==> src/design/tpm_pkg.sv <==
// Constants and types shared by the SDRAM timing and low-power block
package tpm_pkg;
  // Register byte offsets
  localparam logic [7:0] off_timing_two = 8'h00;
  localparam logic [7:0] off_timing_three = 8'h04;
  localparam logic [7:0] off_timing_four = 8'h08;
  localparam logic [7:0] off_power_ctl = 8'h0c;
  localparam logic [7:0] off_status = 8'h10;
  // Reset values
  localparam logic [31:0] rst_timing_two = 32'h0000_0000;
  localparam logic [31:0] rst_timing_three = 32'hffff_ffff;
  localparam logic [31:0] rst_timing_four = 32'hffff_3fff;
  localparam logic [31:0] rst_power_ctl = 32'h0000_0000;
  // Writable bits; the rest are reserved
  localparam logic [31:0] msk_timing_two = 32'h0000_1fff;
  localparam logic [31:0] msk_timing_three = 32'hffff_ffff;
  localparam logic [31:0] msk_timing_four = 32'hffff_3fff;
  localparam logic [31:0] msk_power_ctl = 32'h0000_f7f0;
  // Field positions and widths
  localparam int rtw_lsb = 10;
  localparam int rtw_w = 3;
  localparam int rp_lsb = 5;
  localparam int rp_w = 5;
  localparam int rcd_lsb = 0;
  localparam int rcd_w = 5;
  localparam int xp_lsb = 28;
  localparam int xp_w = 4;
  localparam int xsnr_lsb = 18;
  localparam int xsnr_w = 10;
  localparam int xsrd_lsb = 8;
  localparam int xsrd_w = 10;
  localparam int rtp_lsb = 4;
  localparam int rtp_w = 4;
  localparam int ckemin_lsb = 0;
  localparam int ckemin_w = 4;
  localparam int rank_lsb = 28;
  localparam int rank_w = 4;
  localparam int ckesr_lsb = 24;
  localparam int ckesr_w = 4;
  localparam int zq_lsb = 16;
  localparam int zq_w = 8;
  localparam int rfc_lsb = 4;
  localparam int rfc_w = 10;
  localparam int powerdown_idle_timer_lsb = 12;
  localparam int selfrefresh_idle_timer_lsb = 4;
  localparam int idle_code_w = 4;
  localparam int lp_lsb = 8;
  localparam int lp_w = 3;
  localparam logic [2:0] lp_selfrefresh = 3'h2;
  localparam logic [2:0] lp_powerdown = 3'h4;
  // Gap timers, one per constraint
  localparam int gap_w = 10;
  localparam int num_timers = 12;
  localparam int read_write_turnaround = 0;
  localparam int t_rp = 1;
  localparam int activate_to_access_delay = 2;
  localparam int t_xp = 3;
  localparam int selfrefresh_exit_nodll_delay = 4;
  localparam int selfrefresh_exit_dll_delay = 5;
  localparam int read_to_precharge_delay = 6;
  localparam int t_cke = 7;
  localparam int t_rank = 8;
  localparam int selfrefresh_min_residency = 9;
  localparam int t_zq = 10;
  localparam int refresh_cycle_time = 11;
  // Idle ladder: 2^(code+3) clocks, code 0 is zero clocks, code 10 is an odd entry
  localparam int idle_w = 19;
  localparam logic [4:0] idle_base_shift = 5'h03;
  localparam logic [3:0] idle_odd_code = 4'ha;
  localparam logic [18:0] idle_odd_count = 19'h022d0;
  localparam logic [18:0] idle_full_count = 19'h40000;
  typedef enum logic [2:0] {
    st_active = 3'b001,
    st_pd = 3'b010,
    st_sr = 3'b100
  } power_state_type;
  typedef enum logic [2:0] {
    c_act = 3'h0,
    c_rd = 3'h1,
    c_wr = 3'h2,
    c_pre = 3'h3,
    c_ref = 3'h4,
    c_lmr = 3'h5,
    c_zqcs = 3'h6,
    c_sre = 3'h7
  } mem_cmd_type;
endpackage

==> src/design/ddr3_timing_power.sv <==
// SDRAM command gap guard and automatic low-power control behind AHB-Lite
//
// The AHB-Lite interface to the registers and the register addresses were decided locally.
module ddr3_timing_power #(
  parameter logic [tpm_pkg::idle_w-1:0] idle_max_count = tpm_pkg::idle_full_count // Idle cap
) (
  input wire logic ref_clk, // Memory clock, drives all counts
  input wire logic rst_b, // Asynchronous reset, active low
  input wire logic clk_en, // Freezes all state but the reset synchroniser when low
  input wire logic hsel, // AHB slave select
  input wire logic [31:0] haddr, // AHB address
  input wire logic [1:0] htrans, // AHB transfer type
  input wire logic hwrite, // AHB write
  input wire logic [2:0] hsize, // AHB size, words only
  input wire logic [31:0] hwdata, // AHB write data
  input wire logic hready, // AHB bus ready
  output logic hreadyout, // AHB slave ready
  output logic [31:0] hrdata, // AHB read data
  output logic hresp, // AHB response, always OKAY
  input wire logic req_valid, // Command request, held until acknowledged
  input wire tpm_pkg::mem_cmd_type req_cmd, // Requested command
  input wire logic req_rank, // Requested chip select
  output logic req_ack, // Request issued, one cycle
  output logic mem_cmd_valid, // Command on the SDRAM bus, one cycle
  output tpm_pkg::mem_cmd_type mem_cmd, // Command code
  output logic mem_rank, // Chip select of the command
  output logic sdram_clock_enable_pin // SDRAM clock enable
);
  import tpm_pkg::*;

  logic rst_meta_q;
  logic rst_n_s;
  logic [31:0] timing_two_q;
  logic [31:0] timing_three_q;
  logic [31:0] timing_four_q;
  logic [31:0] power_ctl_q;
  logic wr_pend_q;
  logic [7:0] wr_addr_q;
  logic [31:0] rd_word;
  logic [gap_w-1:0] tload [num_timers];
  logic [num_timers-1:0] tstart;
  logic [num_timers-1:0] tdone;
  power_state_type state_q;
  logic last_rd_q;
  logic last_rank_q;
  logic cmd_ok;
  logic rank_ok;
  logic quiet;
  logic go_issue;
  logic go_pd;
  logic go_sr;
  logic go_pdx;
  logic go_srx;
  logic idle_exp;
  logic [lp_w-1:0] lp_sel;
  logic addr_acc;

  // Reset release through two flops; assertion stays asynchronous
  always_ff @(posedge ref_clk or negedge rst_b) begin
    if (!rst_b) begin
      rst_meta_q <= 1'b0;
      rst_n_s <= 1'b0;
    end else begin
      rst_meta_q <= 1'b1;
      rst_n_s <= rst_meta_q;
    end
  end

  // AHB address phase taken only when the previous transfer is done
  assign addr_acc = hsel & htrans[1] & hready;

  // Read mux; reserved bits already held at zero
  always_comb begin
    unique case (haddr[7:0])
      off_timing_two: rd_word = timing_two_q;
      off_timing_three: rd_word = timing_three_q;
      off_timing_four: rd_word = timing_four_q;
      off_power_ctl: rd_word = power_ctl_q;
      off_status: rd_word = {16'h0000, tdone, state_q, sdram_clock_enable_pin};
      default: rd_word = 32'h0000_0000;
    endcase
  end

  // Zero-wait slave: ready from the first enabled clock out of reset, always OKAY
  always_ff @(posedge ref_clk or negedge rst_n_s) begin
    if (!rst_n_s) begin
      hreadyout <= 1'b0;
      hresp <= 1'b0;
      hrdata <= 32'h0000_0000;
      wr_pend_q <= 1'b0;
      wr_addr_q <= 8'h00;
    end else if (clk_en) begin
      hreadyout <= 1'b1;
      hresp <= 1'b0;
      wr_pend_q <= addr_acc & hwrite;
      if (addr_acc) begin
        wr_addr_q <= haddr[7:0];
      end
      if (addr_acc & !hwrite) begin
        hrdata <= rd_word;
      end
    end
  end

  // Write in the data phase; masks drop reserved bits
  always_ff @(posedge ref_clk or negedge rst_n_s) begin
    if (!rst_n_s) begin
      timing_two_q <= rst_timing_two;
      timing_three_q <= rst_timing_three;
      timing_four_q <= rst_timing_four;
      power_ctl_q <= rst_power_ctl;
    end else if (clk_en && wr_pend_q) begin
      unique case (wr_addr_q)
        off_timing_two: timing_two_q <= hwdata & msk_timing_two;
        off_timing_three: timing_three_q <= hwdata & msk_timing_three;
        off_timing_four: timing_four_q <= hwdata & msk_timing_four;
        off_power_ctl: power_ctl_q <= hwdata & msk_power_ctl;
        default: ;
      endcase
    end
  end

  // Gap lengths straight from the timing fields
  assign tload[read_write_turnaround] = gap_w'(timing_two_q[rtw_lsb +: rtw_w]);
  assign tload[t_rp] = gap_w'(timing_two_q[rp_lsb +: rp_w]);
  assign tload[activate_to_access_delay] = gap_w'(timing_two_q[rcd_lsb +: rcd_w]);
  assign tload[t_xp] = gap_w'(timing_three_q[xp_lsb +: xp_w]);
  assign tload[selfrefresh_exit_nodll_delay] = timing_three_q[xsnr_lsb +: xsnr_w];
  assign tload[selfrefresh_exit_dll_delay] = timing_three_q[xsrd_lsb +: xsrd_w];
  assign tload[read_to_precharge_delay] = gap_w'(timing_three_q[rtp_lsb +: rtp_w]);
  assign tload[t_cke] = gap_w'(timing_three_q[ckemin_lsb +: ckemin_w]);
  assign tload[t_rank] = gap_w'(timing_four_q[rank_lsb +: rank_w]);
  assign tload[selfrefresh_min_residency] = gap_w'(timing_four_q[ckesr_lsb +: ckesr_w]);
  assign tload[t_zq] = gap_w'(timing_four_q[zq_lsb +: zq_w]);
  assign tload[refresh_cycle_time] = timing_four_q[rfc_lsb +: rfc_w];
  assign lp_sel = power_ctl_q[lp_lsb +: lp_w];

  // One gap timer per constraint
  for (genvar i = 0; i < num_timers; i++) begin : g_gap
    gap_timer #(.width(gap_w)) u_gap (
      .clk(ref_clk),
      .rst_n(rst_n_s),
      .ce(clk_en),
      .start(tstart[i]),
      .load(tload[i]),
      .done(tdone[i])
    );
  end

  // Rank switch matters only between data phases of the same kind
  assign rank_ok = tdone[t_rank] | (last_rank_q == req_rank) |
    (last_rd_q != (req_cmd == c_rd));

  // Command legality against the gaps that guard each command
  always_comb begin
    unique case (req_cmd)
      c_act: cmd_ok = tdone[t_rp] & tdone[refresh_cycle_time] & tdone[t_xp] &
        tdone[selfrefresh_exit_nodll_delay] & tdone[t_zq];
      c_rd: cmd_ok = tdone[activate_to_access_delay] & rank_ok & tdone[selfrefresh_exit_dll_delay] &
        tdone[selfrefresh_exit_nodll_delay] & tdone[t_zq];
      c_wr: cmd_ok = tdone[activate_to_access_delay] & rank_ok & tdone[selfrefresh_exit_dll_delay] & tdone[selfrefresh_exit_nodll_delay] &
        tdone[t_xp] & tdone[t_zq] & (tdone[read_write_turnaround] | !last_rd_q);
      c_pre: cmd_ok = tdone[read_to_precharge_delay] & tdone[t_xp] & tdone[selfrefresh_exit_nodll_delay] &
        tdone[t_zq];
      c_ref, c_lmr: cmd_ok = tdone[t_rp] & tdone[refresh_cycle_time] & tdone[t_xp] &
        tdone[selfrefresh_exit_nodll_delay] & tdone[t_zq];
      c_zqcs: cmd_ok = tdone[t_xp] & tdone[selfrefresh_exit_nodll_delay] & tdone[t_zq];
      default: cmd_ok = 1'b0;
    endcase
  end

  // Low-power entry waits for the bus to settle and the pin gap
  assign quiet = !req_valid & !req_ack & idle_exp & tdone[t_cke] &
    tdone[t_rp] & tdone[refresh_cycle_time] & tdone[t_zq];
  assign go_issue = (state_q == st_active) & req_valid & !req_ack & cmd_ok;
  assign go_pd = (state_q == st_active) & quiet & (lp_sel == lp_powerdown);
  assign go_sr = (state_q == st_active) & quiet & (lp_sel == lp_selfrefresh);
  assign go_pdx = (state_q == st_pd) & req_valid & tdone[t_cke];
  assign go_srx = (state_q == st_sr) & req_valid & tdone[t_cke] & tdone[selfrefresh_min_residency];

  // Timer starts from the events they guard
  always_comb begin
    tstart = '0;
    tstart[read_write_turnaround] = go_issue & (req_cmd == c_rd);
    tstart[t_rp] = go_issue & (req_cmd == c_pre);
    tstart[activate_to_access_delay] = go_issue & (req_cmd == c_act);
    tstart[t_xp] = go_pdx;
    tstart[selfrefresh_exit_nodll_delay] = go_srx;
    tstart[selfrefresh_exit_dll_delay] = go_srx;
    tstart[read_to_precharge_delay] = go_issue & (req_cmd == c_rd);
    tstart[t_cke] = go_pd | go_sr | go_pdx | go_srx;
    tstart[t_rank] = go_issue & ((req_cmd == c_rd) | (req_cmd == c_wr));
    tstart[selfrefresh_min_residency] = go_sr;
    tstart[t_zq] = go_issue & (req_cmd == c_zqcs);
    tstart[refresh_cycle_time] = go_issue & ((req_cmd == c_ref) | (req_cmd == c_lmr));
  end

  // Idle time runs from the timer field of the selected mode
  idle_timer #(.max_count(idle_max_count)) u_idle (
    .clk(ref_clk),
    .rst_n(rst_n_s),
    .ce(clk_en),
    .restart(req_valid | req_ack | (state_q != st_active)),
    .code((lp_sel == lp_powerdown) ? power_ctl_q[powerdown_idle_timer_lsb +: idle_code_w] :
      power_ctl_q[selfrefresh_idle_timer_lsb +: idle_code_w]),
    .expired(idle_exp)
  );

  // Power state and the clock-enable pin
  always_ff @(posedge ref_clk or negedge rst_n_s) begin
    if (!rst_n_s) begin
      state_q <= st_active;
      sdram_clock_enable_pin <= 1'b1;
    end else if (clk_en) begin
      unique case (state_q)
        st_active: begin
          if (go_pd) begin
            state_q <= st_pd;
            sdram_clock_enable_pin <= 1'b0;
          end else if (go_sr) begin
            state_q <= st_sr;
            sdram_clock_enable_pin <= 1'b0;
          end
        end
        st_pd: begin
          if (go_pdx) begin
            state_q <= st_active;
            sdram_clock_enable_pin <= 1'b1;
          end
        end
        st_sr: begin
          if (go_srx) begin
            state_q <= st_active;
            sdram_clock_enable_pin <= 1'b1;
          end
        end
        default: begin
          state_q <= st_active;
          sdram_clock_enable_pin <= 1'b1;
        end
      endcase
    end
  end

  // Command outputs; self-refresh entry shares the command port
  always_ff @(posedge ref_clk or negedge rst_n_s) begin
    if (!rst_n_s) begin
      mem_cmd_valid <= 1'b0;
      mem_cmd <= c_act;
      mem_rank <= 1'b0;
      req_ack <= 1'b0;
    end else if (clk_en) begin
      mem_cmd_valid <= go_issue | go_sr;
      req_ack <= go_issue;
      if (go_issue) begin
        mem_cmd <= req_cmd;
        mem_rank <= req_rank;
      end else if (go_sr) begin
        mem_cmd <= c_sre;
      end
    end
  end

  // Kind and rank of the last data phase
  always_ff @(posedge ref_clk or negedge rst_n_s) begin
    if (!rst_n_s) begin
      last_rd_q <= 1'b0;
      last_rank_q <= 1'b0;
    end else if (clk_en && go_issue && ((req_cmd == c_rd) || (req_cmd == c_wr))) begin
      last_rd_q <= (req_cmd == c_rd);
      last_rank_q <= req_rank;
    end
  end

  // Checking helpers: cycles since each visible event, saturating
  localparam int since_w = 11;
  localparam int n_ev = 9;
  localparam int e_act = 0;
  localparam int e_pre = 1;
  localparam int e_rd = 2;
  localparam int e_wr = 3;
  localparam int e_rfl = 4;
  localparam int e_zq = 5;
  localparam int e_cke = 6;
  localparam int e_pdx = 7;
  localparam int e_srx = 8;
  logic [since_w-1:0] since_q [n_ev];
  logic [n_ev-1:0] ev;
  logic cke_seen_q;
  power_state_type state_seen_q;
  logic vis;

  assign vis = mem_cmd_valid;
  assign ev[e_act] = vis & (mem_cmd == c_act);
  assign ev[e_pre] = vis & (mem_cmd == c_pre);
  assign ev[e_rd] = vis & (mem_cmd == c_rd);
  assign ev[e_wr] = vis & (mem_cmd == c_wr);
  assign ev[e_rfl] = vis & ((mem_cmd == c_ref) | (mem_cmd == c_lmr));
  assign ev[e_zq] = vis & (mem_cmd == c_zqcs);
  assign ev[e_cke] = sdram_clock_enable_pin != cke_seen_q;
  assign ev[e_pdx] = ev[e_cke] & (state_seen_q == st_pd);
  assign ev[e_srx] = ev[e_cke] & (state_seen_q == st_sr);

  always_ff @(posedge ref_clk or negedge rst_n_s) begin
    if (!rst_n_s) begin
      cke_seen_q <= 1'b1;
      state_seen_q <= st_active;
      for (int i = 0; i < n_ev; i++) since_q[i] <= '1;
    end else if (clk_en) begin
      cke_seen_q <= sdram_clock_enable_pin;
      state_seen_q <= state_q;
      for (int i = 0; i < n_ev; i++) begin
        if (ev[i]) since_q[i] <= '0;
        else if (since_q[i] != '1) since_q[i] <= since_q[i] + 1'b1;
      end
    end
  end
endmodule

==> src/design/gap_timer.sv <==
// Down-counter that reports when a minimum command gap has elapsed
module gap_timer #(
  parameter int width = 10 // Counter width
) (
  input wire logic clk, // Memory clock
  input wire logic rst_n, // Synchronised reset, active low
  input wire logic ce, // Clock enable
  input wire logic start, // Load the gap value
  input wire logic [width-1:0] load, // Gap minus one
  output logic done // Gap has elapsed
);
  logic [width-1:0] cnt_q;

  // Load on start, then count down to zero and rest there
  always_ff @(posedge clk or negedge rst_n) begin
    if (!rst_n) begin
      cnt_q <= '0;
    end else if (ce) begin
      if (start) begin
        cnt_q <= load;
      end else if (cnt_q != '0) begin
        cnt_q <= cnt_q - 1'b1;
      end
    end
  end

  assign done = (cnt_q == '0);
endmodule

==> src/design/idle_timer.sv <==
// Idle counter against the power-of-two ladder of the low-power timers
module idle_timer #(
  parameter logic [tpm_pkg::idle_w-1:0] max_count = tpm_pkg::idle_full_count // Ladder cap
) (
  input wire logic clk, // Memory clock
  input wire logic rst_n, // Synchronised reset, active low
  input wire logic ce, // Clock enable
  input wire logic restart, // Activity seen, start over
  input wire logic [tpm_pkg::idle_code_w-1:0] code, // Ladder code
  output logic expired // Idle long enough
);
  import tpm_pkg::*;
  logic [idle_w-1:0] cnt_q;
  logic [idle_w-1:0] thr;

  // Threshold from the code; the cap only exists to shorten simulation
  always_comb begin
    if (code == '0) begin
      thr = '0;
    end else if (code == idle_odd_code) begin
      thr = idle_odd_count;
    end else begin
      thr = idle_w'(1) << ({1'b0, code} + idle_base_shift);
    end
    if (thr > max_count) begin
      thr = max_count;
    end
  end

  // Saturates at the threshold so it never wraps back to busy
  always_ff @(posedge clk or negedge rst_n) begin
    if (!rst_n) begin
      cnt_q <= '0;
    end else if (ce) begin
      if (restart) begin
        cnt_q <= '0;
      end else if (cnt_q < thr) begin
        cnt_q <= cnt_q + 1'b1;
      end
    end
  end

  assign expired = (cnt_q >= thr);
endmodule

==> config.mk <==
export PLATFORM = sky130hd
export DESIGN_NAME = ddr3_timing_power
export DESIGN_NICKNAME = d
export VERILOG_FILES = /design/src/design/tpm_pkg.sv /design/src/design/ddr3_timing_power.sv /design/src/design/gap_timer.sv /design/src/design/idle_timer.sv
export SDC_FILE = /design/constraint.sdc
export NUM_CORES = 1
export LEC_CHECK = 0
export BUFFER_PORTS_ARGS = -buffer_cell sky130_fd_sc_hd__buf_2
export CORE_MARGIN = 1
export CORE_UTILIZATION = 38
export CTS_BUF_LIST = sky130_fd_sc_hd__clkbuf_4
export DETAILED_ROUTE_END_ITERATION = 8
export SETUP_SLACK_MARGIN = 0.15
export SLEW_MARGIN = 15
export SYNTH_ARGS = -nofsm -noshare
export SYNTH_HDL_FRONTEND = slang
export SYNTH_SLANG_ARGS = --single-unit
==> constraint.sdc <==
create_clock -name ref_clk -period 9.75 [get_ports ref_clk]
set_input_delay 1.4625 -clock ref_clk [delete_from_list [all_inputs] [get_ports ref_clk]]
set_output_delay 1.4625 -clock ref_clk [all_outputs]
set_load 0.1 [all_outputs]
==> results of run 1 <==
## worst paths after layout
kind,startpoint,end,slack (ns),cells after the start
max,power_ctl_q[8],mem_cmd[1],4.78,12
min,rst_n_s,g_gap[10].u_gap.cnt_q[9],0.33,0
max reg2reg,power_ctl_q[8],mem_cmd[1],4.78,12
min reg2reg,rst_n_s,g_gap[10].u_gap.cnt_q[9],0.33,0
max in group asynchronous,rst_n_s,hrdata[23],8.06,1
min in group ref_clk,rst_meta_q,rst_n_s,0.33,0
## synthesized netlist by cell type (all sizes together) (11+ instances only)
master  number  share of area [%]
nor3        54                1.8
a21o        11               0.55
nand3       45                1.6
or3         23               0.97
a21oi       81                2.7
nor2b       14               0.59
clkbuf      56                1.4
ha          32                2.7
nor3b       13               0.66
mux2       101                7.6
o22ai       15               0.63
buf         11               0.35
xor2        17                1.0
inv         69                1.7
nor2       128                3.2
xnor2       29                1.7
nand2      141                3.6
dfrtp      217                 36
dfstp       63                 11
a22oi       34                1.7
nor4        25                1.1
and3        13               0.55
or4         22                1.2
mux2i       27                1.8
nand4       22               0.92
o21ai      135                4.5
## where the power goes
| group | internal, mW | switching [mW] |
|---|---|---|
| registers | 1.40 | 0.236 |
| clock network | 0.724 | 0.536 |
| logic | 0.317 | 0.367 |
## per-stage QoR
step / setup slack, ns / hold slack (ns) / utilization, %
2_1_floorplan: 1.48 / 0.331 / -
3_3_place_gp: 4.66 / 0.335 / 41.2
3_5_place_dp: 4.56 / 0.337 / 41.2
4_1_cts: 4.47 / 0.338 / 44.2
5_1_grt: 4.20 / 0.356 / 44.2
6_report: 4.78 / 0.328 / 44.3
## kinds of logic after synthesis
family,Yosys count,share of synthesized area (%)
flip-flops,280,47.6
other,2,0.0505
buffers and inverters,136,3.51
AND/OR/NAND/NOR,544,18.4
multiplexers,129,9.61
XOR/XNOR,46,2.71
adder cells (fa/ha/maj),32,2.69
AO/OA/AOI/OAI,366,15.5
## state kept, by name (all words and copies together), names as in the netlist, 3 cells and up
| signal | flops |
|---|---|
| g_gap.u_gap.cnt_q | 120 |
| hrdata | 32 |
| timing_three_q | 32 |
| timing_four_q | 30 |
| u_idle.cnt_q | 19 |
| timing_two_q | 13 |
| power_ctl_q | 11 |
| wr_addr_q | 8 |
| mem_cmd | 3 |
| state_q | 3 |
## per-layer routing
metal | share of wire, % | routed length (µm) | vias to the layer above | global-route usage, %
met5 | 0 | 0 | - | 0
met4 | 2.6 | 1050 | 0 | 8.40
met3 | 5.2 | 2100 | 70 | 3.76
met2 | 47 | 18800 | 297 | 32.9
met1 | 45 | 18100 | 6077 | 27.8
li1 | - | - | 5888 | -
## layout make-up
cell class / count / area, µm²
Antenna cell: 2 / 5.00
Clock buffer: 112 / 841
Clock inverter: 35 / 339
Fill cell: 3773 / 21500
Inverter: 69 / 259
Multi-Input combinational cell: 1123 / 7310
Sequential cell: 280 / 7090
Tap cell: 518 / 648
Timing Repair Buffer: 109 / 606
==> impl_metrics.ini, run 1 <==
[run_status]
status = finished, final reports clean

[floorplanning]
start_util_pct = 38.5
core-area_um2 = 38600
die_area_um2 = 40000
chipWidth_um = 200
die_h_um = 200
io_pins = 121
rows = 72

[placement]
placed_area_um2 = 15900
io_buffers = 91
hpwl_um = 27400
dpl.cell_count = 2099
place_congestion = 0.870

[timing]
worstMarginPinSlew_ns = 1.07
fmax_mhz = 201
fin_setup_tns_ns = 0
hold_violations = 0
finalCriticalPeriod_ns = 4.97
slew_viol_final = 0
skew_ns = 0.0628
rsz0062_at_grt = false
slew_headroom_pct = 28.1
setup_viol = 0
min_period_over_period_pct = 51.0

[worst_setup_path]
cp.required_ns = 10.40
worst-path-buf-inv = 0
critical-path-top-delay-family = simple AND/OR/NAND/NOR gates
crit_fanout = 8
cp_common_cell = o21ai_0
worst-setup-path-type = register to register
crit_chain = nor3b_1 > mux2i_1 > nor2b_1 > nand2_1 > ha_1 > nand4_1 > nor4_1 > o21ai_0 > and3_1 > a21oi_1 > o21ai_0 > a2bb2oi_1
start_kind = register
critical_path.max_stage_delay_ns = 0.74
crit_path_end_kind = register
worst-endpoint-arrival_ns = 5.63
slowest_stage = nor3b_1

[drt]
ant_nets = 0
wl_um = 40100
drt_iter0_markers = 919
dr_total_vias = 12332
avgRoutedWirePerCell_um = 17.9
first_pass_iters = 7
vias_per_cell = 5.49
drc = 0

[cts]
root_buffer = clkbuf_4
cts-resized-gates = 0
postCtsHoldBufs = 0
clkSlewWorstSetupHoldPaths_ns = 0.08
clockBufferDepth = 3
cts_setup_buffers = 0
numCtsBuffers = 80
clk_latency_ns = 0.76
h-tree-depth = 3
cts_tree = built
cts.sinks = 280

[finish]
design_area_um2 = 17100
layout-drive-gt1-share_pct = 25.0
final_cells = 2248
final_cell_mix = 216 x dfrtp_1, 141 x nand2_1, 134 x o21ai_0, 128 x nor2_1, 112 x clkbuf_4
layout_commonest_cell = dfrtp_1
syn_to_final_growth_pct = 14.9
finalNetCount = 1775

[grt]
grt_max_degree = 165
grt_usage_pct = 20.7
grt_pass1_wl_um = 64600
grt_pass1_vias = 12105
antenna_found_initial = 1
grt_overflow = 0

[power]
power_mw = 3.58
leakage_nw = 7.42
powerDensity_nw_per_um2 = 210
vdd_drop_max_mv = 0.0815

[synth]
synth-seq-area-share_pct = 47.6
yosys_warnings = 0
synth-edff-count = 0
syn_area_per_cell_um2 = 9.70
ys.flop_type = dfrtp_1
yosysUniqueCellTypes = 72
synth.cell_area_um2 = 14900
yosys_register_bits = 280
synthArstFlopShare_pct = 100
synth_cells = 1535

[worst_hold_path]
hold_class = register to asynchronous set/reset pin

[flow_run]
cap_viol_max_count = 0
(Power assumes the default switching activity.)
==> inputs of run 2 (changes only) <==
--- a/config.mk
+++ b/config.mk
@@ -5,6 +5,7 @@
 export SDC_FILE = /design/constraint.sdc
 export NUM_CORES = 1
 export LEC_CHECK = 0
+export ABC_AREA = 1
 export BUFFER_PORTS_ARGS = -buffer_cell sky130_fd_sc_hd__buf_2
 export CORE_MARGIN = 1
 export CORE_UTILIZATION = 38
==> constraint.sdc (replaced) <==
create_clock -name ref_clk -period 5.1 [get_ports ref_clk]
set_input_delay 0.765 -clock ref_clk [delete_from_list [all_inputs] [get_ports ref_clk]]
set_output_delay 0.765 -clock ref_clk [all_outputs]
set_load 0.1 [all_outputs]
==> run 2 against run 1 <==
Effect of this change:
- die area is 5.5% higher
- cell area is 3.7% higher
- register-to-register slack worse by 4.1 ns
- wire length is 5.7% higher
- critical path type unchanged
- clock power is 64% higher
- non-clock buffer count is 8 lower
- first-iteration DRC count is 11% lower
- critical endpoint is now g_gap[9].u_gap.cnt_q[9]
==> impl_metrics.ini, run 2 <==
[run_status]
status = finished, final reports clean

[placement]
placed_area_um2 = 16700
place_congestion = 0.860
dpl_worst_slack_ns = 0.798
io_buffers = 91
hpwl_um = 30400

[worst_setup_path]
critical_path.max_stage_delay_ns = 0.42
cp_num_cells = 19
worst-setup-path-type = register to register
worst-endpoint-arrival_ns = 5.00
r2r_cells = 19
critical-path-top-delay-family = simple AND/OR/NAND/NOR gates
worst-path-buf-inv = 3
cp.required_ns = 5.71
start_kind = register
crit_chain = nor3_2 > inv_1 > o21ai_0 > inv_1 > nor2_1 > or3b_1 > ha_1 > nand2_1 > nor3_1 > nand3_1 > nand4_1 > nand2_2 > nor2_4 > nand2_4 > nand2_2 > nand2_1 > inv_1 > nand2_1 > a21oi_1
crit_path_end_kind = register
crit_fanout = 13
slowest_stage = dfrtp_1

[worst_hold_path]
hold_path_depth = 3
hold_class = input pin to register

[timing]
skew_ns = 0.0535
slew_headroom_pct = 21.9
rsz0062_at_grt = false
hold_violations = 0
setup_viol = 0
min_period_over_period_pct = 86.1
finalCriticalPeriod_ns = 4.39
slew_viol_final = 0
fin_setup_tns_ns = 0
worstMarginPinSlew_ns = 1.16
fmax_mhz = 228
layout_setup_ws_ns = 0.708

[drt]
drc = 0
first_pass_iters = 5
vias_per_cell = 4.99
wl_um = 42400
avgRoutedWirePerCell_um = 15.2
dr_total_vias = 13917
ant_nets = 0
drt_iter0_markers = 817

[floorplanning]
die_h_um = 205
core-area_um2 = 40800
chipWidth_um = 205
rows = 74
start_util_pct = 38.5
die_area_um2 = 42200
io_pins = 121

[cts]
clkSlewWorstSetupHoldPaths_ns = 0.07
cts-resized-gates = 0
clk_latency_ns = 0.74
root_buffer = clkbuf_4
clockBufferDepth = 3
cts_tree = built
cts.sinks = 280
numCtsBuffers = 80
h-tree-depth = 3

[finish]
finish.utilization_pct = 43.4
largest_reg_flops = 120
syn_to_final_growth_pct = 12.8
largest_registers = g_gap.u_gap.cnt_q (120), hrdata (32), timing_three_q (32)
final_cell_mix = 582 x nand2_1, 283 x inv_1, 226 x o21ai_0, 216 x dfrtp_1, 140 x nor2_1
layout-drive-gt1-share_pct = 16.9
layout_commonest_cell = nand2_1
regMostFlops = g_gap.u_gap.cnt_q
design_area_um2 = 17700
finalNetCount = 2303

[synth]
synth-edff-count = 0
ys.flop_type = dfrtp_1
yosys_register_bits = 280
synth.cell_area_um2 = 15700
yosys-top-cells-count = 584 x nand2_1, 283 x inv_1, 226 x o21ai_0
synth_area_leaders = dfrtp_1 35%, nand2_1 14%, dfstp_2 11%
synthArstFlopShare_pct = 100
syn_area_per_cell_um2 = 7.65
post-synth-top-count-cell = nand2_1
synth_largest_area_cell = dfrtp_1
synth-seq-area-share_pct = 45.1
yosys_warnings = 0
yosysUniqueCellTypes = 60
synth_top_area_share_pct = 34.6
synth_cells = 2054

[power]
powerDensity_nw_per_um2 = 378
leakage_nw = 8.63
vdd_drop_max_mv = 0.179

[grt]
grt_pass1_wl_um = 69800
grt_max_degree = 126
grt_pass1_vias = 13558
grt_usage_pct = 21.0
grt_overflow = 0
antenna_found_initial = 2

[flow_run]
cap_viol_max_count = 0
run 2: cell count changes in the layout (fill, tap and decap cells not counted), moves of 20 or more:
cell / delta
or4_1: -20
a22oi_1: -32
nor4_1: -23
mux2i_1: -27
o21ai_0: +92
inv_1: +214
nand2_1: +441
mux2_2: -101
a21oi_1: -29
or3_1: -23
nand3_1: +46
run 2: final timing paths:
path / endpoint / startpoint / slack [ns]
max reg2reg: g_gap[9].u_gap.cnt_q[9] / power_ctl_q[8] / 0.71
max: g_gap[9].u_gap.cnt_q[9] / power_ctl_q[8] / 0.71
min in group asynchronous: rst_n_s / rst_b / 0.33
max in group asynchronous: g_gap[2].u_gap.cnt_q[6] / rst_n_s / 3.35
min: wr_addr_q[7] / haddr[7] / 0.26
min reg2reg: rst_n_s / rst_meta_q / 0.35
run 2: per-layer routing:
metal  vias to the layer above  part of all wire (%)  global-route usage, %
li1                       6946                     -                      -
met1                      6561                    47                   27.9
met2                       335                    45                   33.2
met3                        75                   5.2                   4.15
met4                         0                   3.1                   8.92
met5                         -                     0                      0
run 2: report_power, final:
group | total [mW] | leakage, nW | internal, mW | switching [mW]
registers | 2.99 | 3.39 | 2.64 | 0.346
clock network | 2.07 | 0.612 | 1.07 | 1.00
logic | 1.63 | 4.63 | 0.631 | 1.00
run 2: layout make-up:
type / instances / area [µm²]
Tap cell: 532 / 666
Timing Repair Buffer: 101 / 558
Multi-Input combinational cell: 1429 / 7280
Clock inverter: 27 / 109
Inverter: 299 / 1120
Fill cell: 4170 / 23100
Sequential cell: 280 / 7090
Antenna cell: 3 / 7.51
Clock buffer: 119 / 893
run 2: repair_timing:
action / CTS / global route
setup buffers: 0 / 0
endpoints found under the hold margin: 2 / 0
hold buffers: 1 / 0
run 2: cell families after synthesis:
logic type / Yosys count / synth area share (%)
AO/OA/AOI/OAI: 368 / 13.0
XOR/XNOR: 47 / 2.62
adder cells (fa/ha/maj): 32 / 2.55
buffers and inverters: 349 / 8.73
flip-flops: 280 / 45.1
other: 2 / 0.0478
AND/OR/NAND/NOR: 976 / 27.9
run 2: per-stage QoR:
step           power (mW)  hold slack, ns  instances
3_5_place_dp         4.65           0.344       2640
5_1_grt              7.23           0.219       2789
6_report             6.70           0.260       2790
3_3_place_gp         4.58           0.337       2640
4_1_cts              6.77           0.179       2787
2_1_floorplan        4.29           0.331       2058
run 2: tightest hold or removal path, delay by kind of cell:
| kind | cells | cell delay, ns |
|---|---|---|
| buffers and inverters | 1 | 0.09 |
| AOI/OAI and AO/OA | 1 | 0.06 |
| and+or+nand+nor | 1 | 0.04 |
==> inputs of run 3 (changes only) <==
--- a/config.mk
+++ b/config.mk
@@ -7,6 +7,7 @@
 export LEC_CHECK = 0
 export ABC_AREA = 1
 export BUFFER_PORTS_ARGS = -buffer_cell sky130_fd_sc_hd__buf_2
+export CORE_ASPECT_RATIO = 1.25
 export CORE_MARGIN = 1
 export CORE_UTILIZATION = 38
 export CTS_BUF_LIST = sky130_fd_sc_hd__clkbuf_4
==> run 3 against run 2 <==
Effect of this change:
- clock-buffer cell count up 1
- cell area grew 0.37%
- power grew 1.3%
- critical endpoint is now g_gap[9].u_gap.cnt_q[6]
==> impl_metrics.ini, run 3 (same netlist as run 2, synthesis figures left out) <==
[run_status]
status = finished, final reports clean

[timing]
worstMarginPinSlew_ns = 1.11
layout_setup_ws_ns = 0.900
slew_headroom_pct = 25.7
hold_violations = 0
slew_viol_final = 0
skew_ns = 0.0683
rsz0062_at_grt = false
setup_viol = 0
finalCriticalPeriod_ns = 4.20
fmax_mhz = 238
min_period_over_period_pct = 82.4
fin_setup_tns_ns = 0

[floorplanning]
io_pins = 121
core-area_um2 = 40400
die_area_um2 = 42200
die_h_um = 229
chipWidth_um = 184
start_util_pct = 38.9
rows = 82

[drt]
drc = 0
avgRoutedWirePerCell_um = 15.3
dr_total_vias = 13953
first_pass_iters = 5
vias_per_cell = 4.99
wl_um = 42900
ant_nets = 0
drt_iter0_markers = 923

[worst_setup_path]
cp.required_ns = 5.72
r2r_setup_slack_ns = 0.90
worstReg2RegStart = power_ctl_q[8]
setup.worst_path.end = g_gap[9].u_gap.cnt_q[6]
worst-endpoint-arrival_ns = 4.82
crit_path_end_kind = register
start_kind = register
reg2reg_to = g_gap[9].u_gap.cnt_q[6]
crit_fanout = 13
worst-setup-path-type = register to register
crit_start = power_ctl_q[8]
r2r_cells = 18

[cts]
cts_setup_buffers = 0
h-tree-depth = 3
cts.sinks = 280
clk_latency_ns = 0.78
cts_tree = built
root_buffer = clkbuf_4
clockBufferDepth = 3
numCtsBuffers = 77
clkSlewWorstSetupHoldPaths_ns = 0.07
cts-resized-gates = 0

[grt]
grt_overflow = 0
grt_pass1_vias = 13589
grt_max_degree = 171
grt_pass1_wl_um = 70400
antenna_found_initial = 2
grt_usage_pct = 21.2

[power]
leakage_nw = 8.66
vdd_drop_max_mv = 0.172
powerDensity_nw_per_um2 = 381

[placement]
place_congestion = 0.881
io_buffers = 91
hpwl_um = 30300
dpl_worst_slack_ns = 0.962

[finish]
finalNetCount = 2302
syn_to_final_growth_pct = 13.3
regMostFlops = g_gap.u_gap.cnt_q
final_cell_mix = 582 x nand2_1, 283 x inv_1, 226 x o21ai_0, 216 x dfrtp_1, 140 x nor2_1
layout-drive-gt1-share_pct = 17.0
largest_registers = g_gap.u_gap.cnt_q (120), hrdata (32), timing_three_q (32)
layout_commonest_cell = nand2_1
largest_reg_flops = 120

[flow_run]
cap_viol_max_count = 0

[worst_hold_path]
hold_class = input pin to register
-- run 3: cell count changes in the layout (fill, tap and decap cells not counted), sizes merged --
cell / change
buf: +2
clkinvlp: +1
clkinv: -10
clkbuf: +1
inv: -1
bufinv: +2
diode: -2
-- run 3: layout make-up --
class                      count  area, µm²
inverter                     299       1120
tap                          546        683
timing repair buffer         103        573
multi-input combinational   1429       7290
clock buffer                 120        901
clock inverter                19        135
antenna                        1       2.50
sequential                   280       7090
fill                        4197      22600
-- run 3: timing repair --
| action | CTS | global route |
|---|---|---|
| endpoints found under the hold margin | 2 | 0 |
| hold buffers | 1 | 0 |
| endpoints found under the setup margin | 0 | 0 |
-- run 3: metal layers --
metal	vias to the layer above	global-route usage, %	wire length [µm]
met5	-	0	0
met4	0	8.88	1230
met3	76	3.28	2300
met2	371	35.1	20500
met1	6567	27.2	18900
li1	6939	-	-
-- run 3: per-stage QoR --
stage | hold WS [ns] | total power [mW] | instance area [µm²] | cells | util (%)
finish | 0.239 | 6.78 | 17800 | 2797 | 44.0
global route | 0.203 | 7.29 | 17800 | 2797 | 44.0
CTS | 0.165 | 6.86 | 17800 | 2796 | 44.0
detailed placement | 0.337 | 4.65 | 16700 | 2656 | 41.4
global placement | 0.332 | 4.58 | 16700 | 2656 | 41.4
floorplan | 0.331 | 4.29 | 15700 | 2058 | -
-- run 3: how the worst min path moves through the flow --
stage / slack, ns / cells past startpoint / startpoint / to
after floorplan: 0.33 / 0 / rst_meta_q / rst_n_s
after global placement: 0.33 / 0 / rst_meta_q / rst_n_s
after detailed placement: 0.34 / 0 / rst_meta_q / rst_n_s
after CTS: 0.16 / 3 / hwdata[19] / timing_four_q[19]
after global routing: 0.20 / 3 / hwdata[19] / timing_four_q[19]
final: 0.24 / 3 / hwdata[19] / timing_four_q[19]
-- run 3: worst max-delay path, stage by stage (launching register included) --
cell,delay [ns]
dfrtp_1,0.41
nor3_2,0.33
inv_1,0.20
o21ai_0,0.44
inv_1,0.11
nor2_1,0.23
or3b_1,0.38
ha_1,0.28
nand2_1,0.07
nor3_1,0.26
nand3_1,0.13
nand4_1,0.27
nand2_2,0.11
nor2_4,0.17
nand2_4,0.13
nand2_2,0.22
nand2_1,0.09
o21ai_0,0.15
a21oi_1,0.06
-- run 3: power by group --
group	total (mW)	internal (mW)	switching [mW]
clock	2.16	1.17	0.993
combinational	1.64	0.632	1.01
sequential	2.98	2.64	0.332
